$ cat src/epf_pkg.sv
// constants, carriers and helpers for the event poll response framer
package epf_pkg;

    // -----------------------------------------------------------------
    // identifiers, flags and widths
    // -----------------------------------------------------------------
    localparam logic [15:0] EPF_ID_QUEUE_EMPTY = 16'h0000;
    localparam logic [15:0] EPF_ID_ACK_PENDING = 16'hFFFF;

    localparam logic [7:0]  EPF_POS_FIRST      = 8'h00;
    localparam logic [7:0]  EPF_POS_MIDDLE     = 8'h01;
    localparam logic [7:0]  EPF_POS_FINAL      = 8'h04;
    localparam logic [7:0]  EPF_POS_SINGLE     = 8'h05;

    localparam logic [7:0]  EPF_OP_FETCH_FOLLOWING = 8'h00;
    localparam logic [7:0]  EPF_OP_FETCH_INITIAL   = 8'h01;
    localparam logic [7:0]  EPF_OP_ACK_WITHOUT     = 8'h02;

    localparam logic [31:0] EPF_CRC_POLY_REFL  = 32'hEDB8_8320;
    localparam logic [31:0] EPF_CRC_PRESET     = 32'hFFFF_FFFF;
    localparam logic [31:0] EPF_CRC_BYTES      = 32'h0000_0004;
    localparam logic [1:0]  EPF_CRC_LAST_IDX   = 2'h3;

    localparam logic [3:0]  EPF_HDR_LAST_NULL  = 4'h1;
    localparam logic [3:0]  EPF_HDR_LAST_FULL  = 4'hB;
    localparam int          EPF_BYTE_W         = 8;
    localparam int          EPF_HDR_BITS       = 96;

    localparam logic [31:0] EPF_DEFAULT_BUF    = 32'h0000_0100;
    localparam logic [31:0] EPF_ONE            = 32'h0000_0001;

    // -----------------------------------------------------------------
    // carriers
    // -----------------------------------------------------------------
    typedef struct packed {
        logic [7:0]  op;          // request_operation_flag of the poll
        logic        queue_empty; // no event queued
        logic [15:0] event_id;    // queued_event_identifier
        logic [31:0] next_handle; // next_chunk_handle
        logic        is_last;     // this chunk ends the event payload
        logic [7:0]  category;    // event_category
        logic [31:0] chunk_len;   // payload bytes to send in this chunk
    } epf_cmd_t;

    typedef struct packed {
        logic [7:0] data;
        logic       last;
    } epf_byte_t;

    typedef enum logic [1:0] {
        EPF_IDLE = 2'b00,
        EPF_HDR  = 2'b01,
        EPF_PAY  = 2'b10,
        EPF_CRC  = 2'b11
    } epf_state_t;

    // reflected crc-32, one byte, lsb first
    function automatic logic [31:0] epf_crc_byte(input logic [31:0] c,
                                                 input logic [7:0]  d);
        logic [31:0] r;
        logic        fb;
        r = c;
        for (int i = 0; i < EPF_BYTE_W; i++)
        begin
            fb = r[0] ^ d[i];
            r  = r >> 1;
            if (fb)
                r = r ^ EPF_CRC_POLY_REFL;
        end
        return r;
    endfunction

endpackage

$ cat src/epf_framer.sv
// event poll response framer: header, payload chunk and integrity word
`timescale 1ns/100ps
module epf_framer
    import epf_pkg::*;
#(
    parameter int DEPTH = 2
)
(
    input  wire logic        clk,         // 10 MHz clock
    input  wire logic        rst,         // synchronous reset, active high
    input  wire logic [31:0] buf_size,    // negotiated event buffer size
    input  wire logic        cmd_valid,   // response request offered
    output logic             cmd_ready,   // request taken when both high
    input  wire epf_cmd_t    cmd,         // response request fields
    input  wire logic [7:0]  pay_data,    // payload byte
    input  wire logic        pay_valid,   // payload byte offered
    output logic             pay_ready,   // payload byte taken
    output logic [7:0]       out_data,    // response byte
    output logic             out_last,    // last byte of response
    output logic             out_valid,   // response byte offered
    input  wire logic        out_ready,   // receiver takes byte
    output logic             len_err      // pulse: chunk too large, dropped
);

    localparam int PW = (DEPTH > 1) ? $clog2(DEPTH) : 1;
    localparam int CW = $clog2(DEPTH + 1);

    // -----------------------------------------------------------------
    // output buffer
    // -----------------------------------------------------------------
    epf_byte_t         mem_r [DEPTH];
    logic [PW-1:0]     wr_ptr_r, wr_ptr_nxt, rd_ptr_r, rd_ptr_nxt;
    logic [CW-1:0]     cnt_r, cnt_nxt;
    logic              push, pop, fifo_ready;
    epf_byte_t         push_byte;

    assign fifo_ready = (cnt_r != CW'(DEPTH));
    assign out_valid  = (cnt_r != '0);
    assign out_data   = mem_r[rd_ptr_r].data;
    assign out_last   = mem_r[rd_ptr_r].last;
    assign pop        = out_valid && out_ready;

    always_comb
    begin
        wr_ptr_nxt = wr_ptr_r;
        rd_ptr_nxt = rd_ptr_r;
        cnt_nxt    = cnt_r;
        if (push)
            wr_ptr_nxt = (wr_ptr_r == PW'(DEPTH - 1)) ? '0 : wr_ptr_r + PW'(1);
        if (pop)
            rd_ptr_nxt = (rd_ptr_r == PW'(DEPTH - 1)) ? '0 : rd_ptr_r + PW'(1);
        if (push && !pop)
            cnt_nxt = cnt_r + CW'(1);
        else if (pop && !push)
            cnt_nxt = cnt_r - CW'(1);
    end

    // entries are not reset; a receiver stall simply holds them
    always_ff @(posedge clk)
    begin
        if (rst)
        begin
            wr_ptr_r <= '0;
            rd_ptr_r <= '0;
            cnt_r    <= '0;
        end
        else
        begin
            wr_ptr_r <= wr_ptr_nxt;
            rd_ptr_r <= rd_ptr_nxt;
            cnt_r    <= cnt_nxt;
        end
        if (push)
            mem_r[wr_ptr_r] <= push_byte;
    end

    // -----------------------------------------------------------------
    // framing state
    // -----------------------------------------------------------------
    epf_state_t        state_r, state_nxt;
    logic [15:0]       id_r, id_nxt;
    logic [31:0]       handle_r, handle_nxt;
    logic [7:0]        flag_r, flag_nxt;
    logic [7:0]        cat_r, cat_nxt;
    logic [31:0]       len_r, len_nxt;
    logic [31:0]       left_r, left_nxt;
    logic              send_crc_r, send_crc_nxt;
    logic              pend_crc_r, pend_crc_nxt;
    logic [3:0]        idx_r, idx_nxt;
    logic [3:0]        hdr_last_r, hdr_last_nxt;
    logic [1:0]        crc_idx_r, crc_idx_nxt;
    logic [31:0]       crc_r, crc_nxt;
    logic              err_nxt;

    logic [15:0]       rep_id;
    logic              null_id, first, crc_only, want_crc, crc_over;
    logic [EPF_HDR_BITS-1:0] hdr_vec;
    logic [31:0]       crc_fin;

    assign hdr_vec   = {len_r, cat_r, flag_r, handle_r, id_r};
    assign crc_fin   = ~crc_r;
    assign cmd_ready = (state_r == EPF_IDLE);
    assign pay_ready = (state_r == EPF_PAY) && fifo_ready;

    always_comb
    begin
        rep_id = cmd.event_id;
        if (cmd.queue_empty)
            rep_id = EPF_ID_QUEUE_EMPTY;
        else if (cmd.op == EPF_OP_ACK_WITHOUT)
            rep_id = EPF_ID_ACK_PENDING;
        null_id  = (rep_id == EPF_ID_QUEUE_EMPTY) || (rep_id == EPF_ID_ACK_PENDING);
        first    = (cmd.op == EPF_OP_FETCH_INITIAL);
        crc_only = pend_crc_r && (cmd.op == EPF_OP_FETCH_FOLLOWING);
        want_crc = cmd.is_last && !first;
        // one spare bit so a huge chunk length cannot wrap the sum
        crc_over = ({1'b0, cmd.chunk_len} + {1'b0, EPF_CRC_BYTES}) > {1'b0, buf_size};
    end

    always_comb
    begin
        state_nxt    = state_r;
        id_nxt       = id_r;
        handle_nxt   = handle_r;
        flag_nxt     = flag_r;
        cat_nxt      = cat_r;
        len_nxt      = len_r;
        left_nxt     = left_r;
        send_crc_nxt = send_crc_r;
        pend_crc_nxt = pend_crc_r;
        idx_nxt      = idx_r;
        hdr_last_nxt = hdr_last_r;
        crc_idx_nxt  = crc_idx_r;
        crc_nxt      = crc_r;
        err_nxt      = 1'b0;
        push         = 1'b0;
        push_byte    = '0;
        unique case (state_r)
            EPF_IDLE:
            begin
                if (cmd_valid)
                begin
                    id_nxt       = rep_id;
                    handle_nxt   = cmd.next_handle;
                    cat_nxt      = cmd.category;
                    idx_nxt      = '0;
                    crc_idx_nxt  = '0;
                    hdr_last_nxt = null_id ? EPF_HDR_LAST_NULL
                                           : EPF_HDR_LAST_FULL;
                    if (first)
                    begin
                        crc_nxt      = EPF_CRC_PRESET;
                        pend_crc_nxt = 1'b0;
                    end
                    if (null_id)
                    begin
                        len_nxt      = '0;
                        send_crc_nxt = 1'b0;
                        state_nxt    = EPF_HDR;
                    end
                    else if (crc_only)
                    begin
                        len_nxt      = '0;
                        flag_nxt     = EPF_POS_FINAL;
                        send_crc_nxt = 1'b1;
                        pend_crc_nxt = 1'b0;
                        state_nxt    = EPF_HDR;
                    end
                    else if (cmd.chunk_len > buf_size)
                        err_nxt = 1'b1;
                    else
                    begin
                        len_nxt = cmd.chunk_len;
                        if (first && cmd.is_last)
                            flag_nxt = EPF_POS_SINGLE;
                        else if (first)
                            flag_nxt = EPF_POS_FIRST;
                        else if (cmd.is_last)
                            flag_nxt = EPF_POS_FINAL;
                        else
                            flag_nxt = EPF_POS_MIDDLE;
                        send_crc_nxt = want_crc;
                        if (want_crc && crc_over)
                        begin
                            flag_nxt     = EPF_POS_MIDDLE;
                            send_crc_nxt = 1'b0;
                            pend_crc_nxt = 1'b1;
                        end
                        state_nxt = EPF_HDR;
                    end
                    left_nxt = len_nxt;
                end
            end
            EPF_HDR:
            begin
                push_byte.data = hdr_vec[EPF_BYTE_W*idx_r +: EPF_BYTE_W];
                push_byte.last = (idx_r == hdr_last_r) && (len_r == '0) && !send_crc_r;
                if (fifo_ready)
                begin
                    push    = 1'b1;
                    idx_nxt = idx_r + 4'h1;
                    if (idx_r == hdr_last_r)
                    begin
                        if (len_r != '0)
                            state_nxt = EPF_PAY;
                        else if (send_crc_r)
                            state_nxt = EPF_CRC;
                        else
                            state_nxt = EPF_IDLE;
                    end
                end
            end
            EPF_PAY:
            begin
                push_byte.data = pay_data;
                push_byte.last = (left_r == EPF_ONE) && !send_crc_r;
                if (pay_valid && fifo_ready)
                begin
                    push     = 1'b1;
                    crc_nxt  = epf_crc_byte(crc_r, pay_data);
                    left_nxt = left_r - EPF_ONE;
                    if (left_r == EPF_ONE)
                        state_nxt = send_crc_r ? EPF_CRC : EPF_IDLE;
                end
            end
            EPF_CRC:
            begin
                // word never split: all four bytes go in this one response
                push_byte.data = crc_fin[EPF_BYTE_W*crc_idx_r +: EPF_BYTE_W];
                push_byte.last = (crc_idx_r == EPF_CRC_LAST_IDX);
                if (fifo_ready)
                begin
                    push        = 1'b1;
                    crc_idx_nxt = crc_idx_r + 2'h1;
                    if (crc_idx_r == EPF_CRC_LAST_IDX)
                        state_nxt = EPF_IDLE;
                end
            end
        endcase
    end

    always_ff @(posedge clk)
    begin
        if (rst)
        begin
            state_r    <= EPF_IDLE;
            id_r       <= '0;
            handle_r   <= '0;
            flag_r     <= '0;
            cat_r      <= '0;
            len_r      <= '0;
            left_r     <= '0;
            send_crc_r <= 1'b0;
            pend_crc_r <= 1'b0;
            idx_r      <= '0;
            hdr_last_r <= '0;
            crc_idx_r  <= '0;
            crc_r      <= EPF_CRC_PRESET;
            len_err    <= 1'b0;
        end
        else
        begin
            state_r    <= state_nxt;
            id_r       <= id_nxt;
            handle_r   <= handle_nxt;
            flag_r     <= flag_nxt;
            cat_r      <= cat_nxt;
            len_r      <= len_nxt;
            left_r     <= left_nxt;
            send_crc_r <= send_crc_nxt;
            pend_crc_r <= pend_crc_nxt;
            idx_r      <= idx_nxt;
            hdr_last_r <= hdr_last_nxt;
            crc_idx_r  <= crc_idx_nxt;
            crc_r      <= crc_nxt;
            len_err    <= err_nxt;
        end
    end

endmodule

$ cat config.mk
export PLATFORM = sky130hd
export DESIGN_NAME = epf_framer
export DESIGN_NICKNAME = d
export VERILOG_FILES = /design/src/epf_pkg.sv /design/src/epf_framer.sv
export SDC_FILE = /design/constraint.sdc
export NUM_CORES = 1
export LEC_CHECK = 0
export BUFFER_PORTS_ARGS = -buffer_cell sky130_fd_sc_hd__clkbuf_2
export CAP_MARGIN = 20
export CORE_UTILIZATION = 55
export CTS_BUF_LIST = sky130_fd_sc_hd__clkbuf_8
export CTS_CLUSTER_DIAMETER = 40
export CTS_CLUSTER_SIZE = 16
export DETAILED_ROUTE_END_ITERATION = 8
export GPL_TIMING_DRIVEN = 0
export PLACE_DENSITY = 0.83
export REMOVE_ABC_BUFFERS = 1
export SYNTH_ARGS = -nofsm -noshare
export SYNTH_HDL_FRONTEND = slang
export SYNTH_SLANG_ARGS = --single-unit
$ cat constraint.sdc
create_clock -name clk -period 4.3 [get_ports clk]
set_input_delay 0.86 -clock clk [delete_from_list [all_inputs] [get_ports clk]]
set_output_delay 0.86 -clock clk [all_outputs]
set_load 0.02 [all_outputs]
==> impl_metrics.csv <==
group,metric,value,unit
yosys,synth_commonest_cells,"dfxtp_1 (172), nand2_1 (166), a21oi_1 (119)",
clocking,clkTransAtPathRegs,100,ps
sta,drv_slew,0,
clocking,clock-sinks,190,
global_route,grt_pass1_vias,10550,
hold_path,hold_path_depth,2,
sta,holdWs,456.7,ps
sta,slew-limit-headroom,0.3405,
yosys,ys.flop_type,"dfxtp_1",
placement,io_buffer_count,155,
sta,tightest_slew,982.2,ps
global_route,grtUsageTotal,0.2898,
yosys,netlist_instances,1407,
placement,dp_cells,1765,
placement,place.gp.congestion,0.9039,
critical_path,arrival,4460,ps
die,dieArea,0.02234,mm^2
drt,vias,11210,
drt,wirelength,32.02,mm
sta,timing.final.crit_share,0.9656,
outcome,status,"finished, final reports clean",
drt,antenna_left,0,
global_route,antenna_found_initial,0,
pwr,irDropWorstVdd,0.2737,mV
critical_path,critical_path_class,"reg2reg",
sta,setup_viol_count_final,0,
yosys,yosysMostFrequentCell,"dfxtp_1",
die,dieHeight,149.5,um
finish,final_util,0.6361,
clocking,clk_path_buf_depth,2,
critical_path,worst-r2r-cell-count,9,
sta,hold_viol_final,0,
finish,nets,1724,
yosys,synth_edf_count,18,
clocking,root_buffer,"clkbuf_8",
yosys,ys_warn_count,0,
clocking,cts_made_buffers,17,
sta,post-route-min-period,4152,ps
critical_path,worst_path_largest_cell_delay,830,ps
drt,vias_per_cell,6.233,
finish,area_delta_synth_final,12.54,%
global_route,grt_max_degree,56,
yosys,synth_seq_area_share,0.3332,
critical_path,cp.required,4610,ps
clocking,holdBufCountCts,0,
pwr,p_per_area,497.7,mW/mm^2
finish,design_area,0.01346,mm^2
placement,hpwl,24.05,mm
sta,fin_tns_setup,0,ps
drt,drc_errors,0,
yosys,synthArstFlopShare,0,
critical_path,worstSetupStartpointType,"flop",
yosys,yosys-top-cells-area,"dfxtp_1 (29%), ha_1 (7.3%), xnor2_1 (5.4%)",
die,die_x,149.5,um
clocking,tritoncts,"yes",
drt,firstDrtPassIters,5,
sta,skew,12.34,ps
global_route,gr-total-overflow,0,
placement,detailed_place.area,0.01298,mm^2
critical_path,worst_setup_path_end_kind,"flop",
sta,fmax,240.8,MHz
finish,fin_cells,1799,
critical_path,crit_fanout,31,
yosys,netlist.area_leader.share,0.2880,
die,num_rows,53,
die,io-pin-count,156,
pwr,leakage,5.455,nW
yosys,syn_area,0.01196,mm^2
critical_path,path_delay_family,"simple AND/OR/NAND/NOR gates",
yosys,synth_largest_area_cell,"dfxtp_1",
critical_path,crit_chain,"inv_1, nor2_2, buf_8, nand3_1, nand2_2, o21ai_1, buf_6, nor3_1, o21ai_0",
flow_run,drv_cap,0,
clocking,clk_latency,480,ps
placement,pre_cts_ws,-640.2,ps
die,start_util,0.5653,
yosys,synth.avg_cell_area,8.499,um^2
hold_path,worst_hold_path_type,"reg2reg",
finish,diodes,0,
clocking,htreeDepth,4,
critical_path,crit_cells,9,
global_route,grt_pass1_wl,51.47,mm
critical_path,cp.buffers_inverters,3,
drt,drtIter0Drc,1024,
pwr,power,6.697,mW
die,core,0.02115,mm^2
finish,layout-drive-gt1-share,0.1824,
sta,fin_ws,147.9,ps
critical_path,crit_slowest_cell,"dfxtp_1",
drt,routedWlPerCell,17.80,um
sta,rsz0062_at_grt,"true",
yosys,yosys_register_bits,190,
yosys,ys_types,75,
==> layout make-up <==
cell class	count	area (um^2)
Fill cell	1776	7697
Multi-Input combinational cell	1085	7501
Sequential cell	190	3985
Timing Repair Buffer	169	1010
Tap cell	275	344.1
Clock buffer	18	247.7
Clock inverter	14	188.9
Inverter	48	180.2
==> sequential cells by signal, summed over array words and instances, names as in the netlist, 2 cells and up, named ones only <==
name,count
hdr_last_r,2
handle_r,32
state_r,2
idx_r,4
len_r,32
cnt_r,2
flag_r,2
left_r,32
id_r,16
cat_r,8
crc_idx_r,2
mem_r,18
crc_r,32
==> worst paths after layout <==
| check | startpoint | to | slack (ps) |
|---|---|---|---|
| max | state_r[1] | crc_r[28] | 150 |
| min | handle_r[31] | handle_r[31] | 460 |
| max reg2reg | state_r[1] | crc_r[28] | 150 |
| min reg2reg | handle_r[31] | handle_r[31] | 460 |
==> cell usage in the layout (no fill, tap or decap), drive strengths merged, types with 4 or more instances in the layout <==
cell type	n
a21oi	121
a31oi	8
and3	4
o22ai	35
o221ai	10
a211oi	4
bufinv	4
ha	70
o21ai	59
and2	5
or3	10
a32o	9
buf	14
nor4	29
nand4	29
inv	52
o211a	4
dfxtp	172
xnor2	76
edfxtp	18
mux4	26
or4	5
o31ai	4
nor3	68
nor2b	8
or2	4
o211ai	4
xor2	32
nand3	37
clkinv	4
a22o	32
mux2	19
and4	4
clkbuf	173
nand2	167
nor2	118
mux2i	37
a22oi	14
==> worst min-delay path, delay by kind of cell (launching register included) <==
kind / cells / cell delay (ps)
DFF: 1 / 320
and+or+nand+nor: 1 / 50
AOI/OAI and AO/OA: 1 / 50
==> repair_timing <==
item,in CTS,in global routing
setup buffers,0,2
resized for setup,5,2
cloned,0,0
pin swaps,1,1
setup endpoints to repair,5,25
==> cells by family after synthesis <==
group	Yosys count	share of synthesized area
compound gates	331	0.1770
fa+ha+maj	70	0.07324
mux	82	0.09783
buf+inv	132	0.04395
simple gates	494	0.1944
xor+xnor	108	0.08036
flops	190	0.3332
==> power breakdown <==
| part | switching, mW | internal [mW] |
|---|---|---|
| clock | 0.649 | 0.650 |
| combinational | 1.78 | 1.17 |
| sequential | 0.332 | 2.12 |
==> routing by layer <==
metal	wire length, um	GRT usage
met1	13130	0.3670
met2	15360	0.4880
met3	2397	0.03628
met4	1133	0.1388
met5	0	0
(Power assumes the default switching activity.)
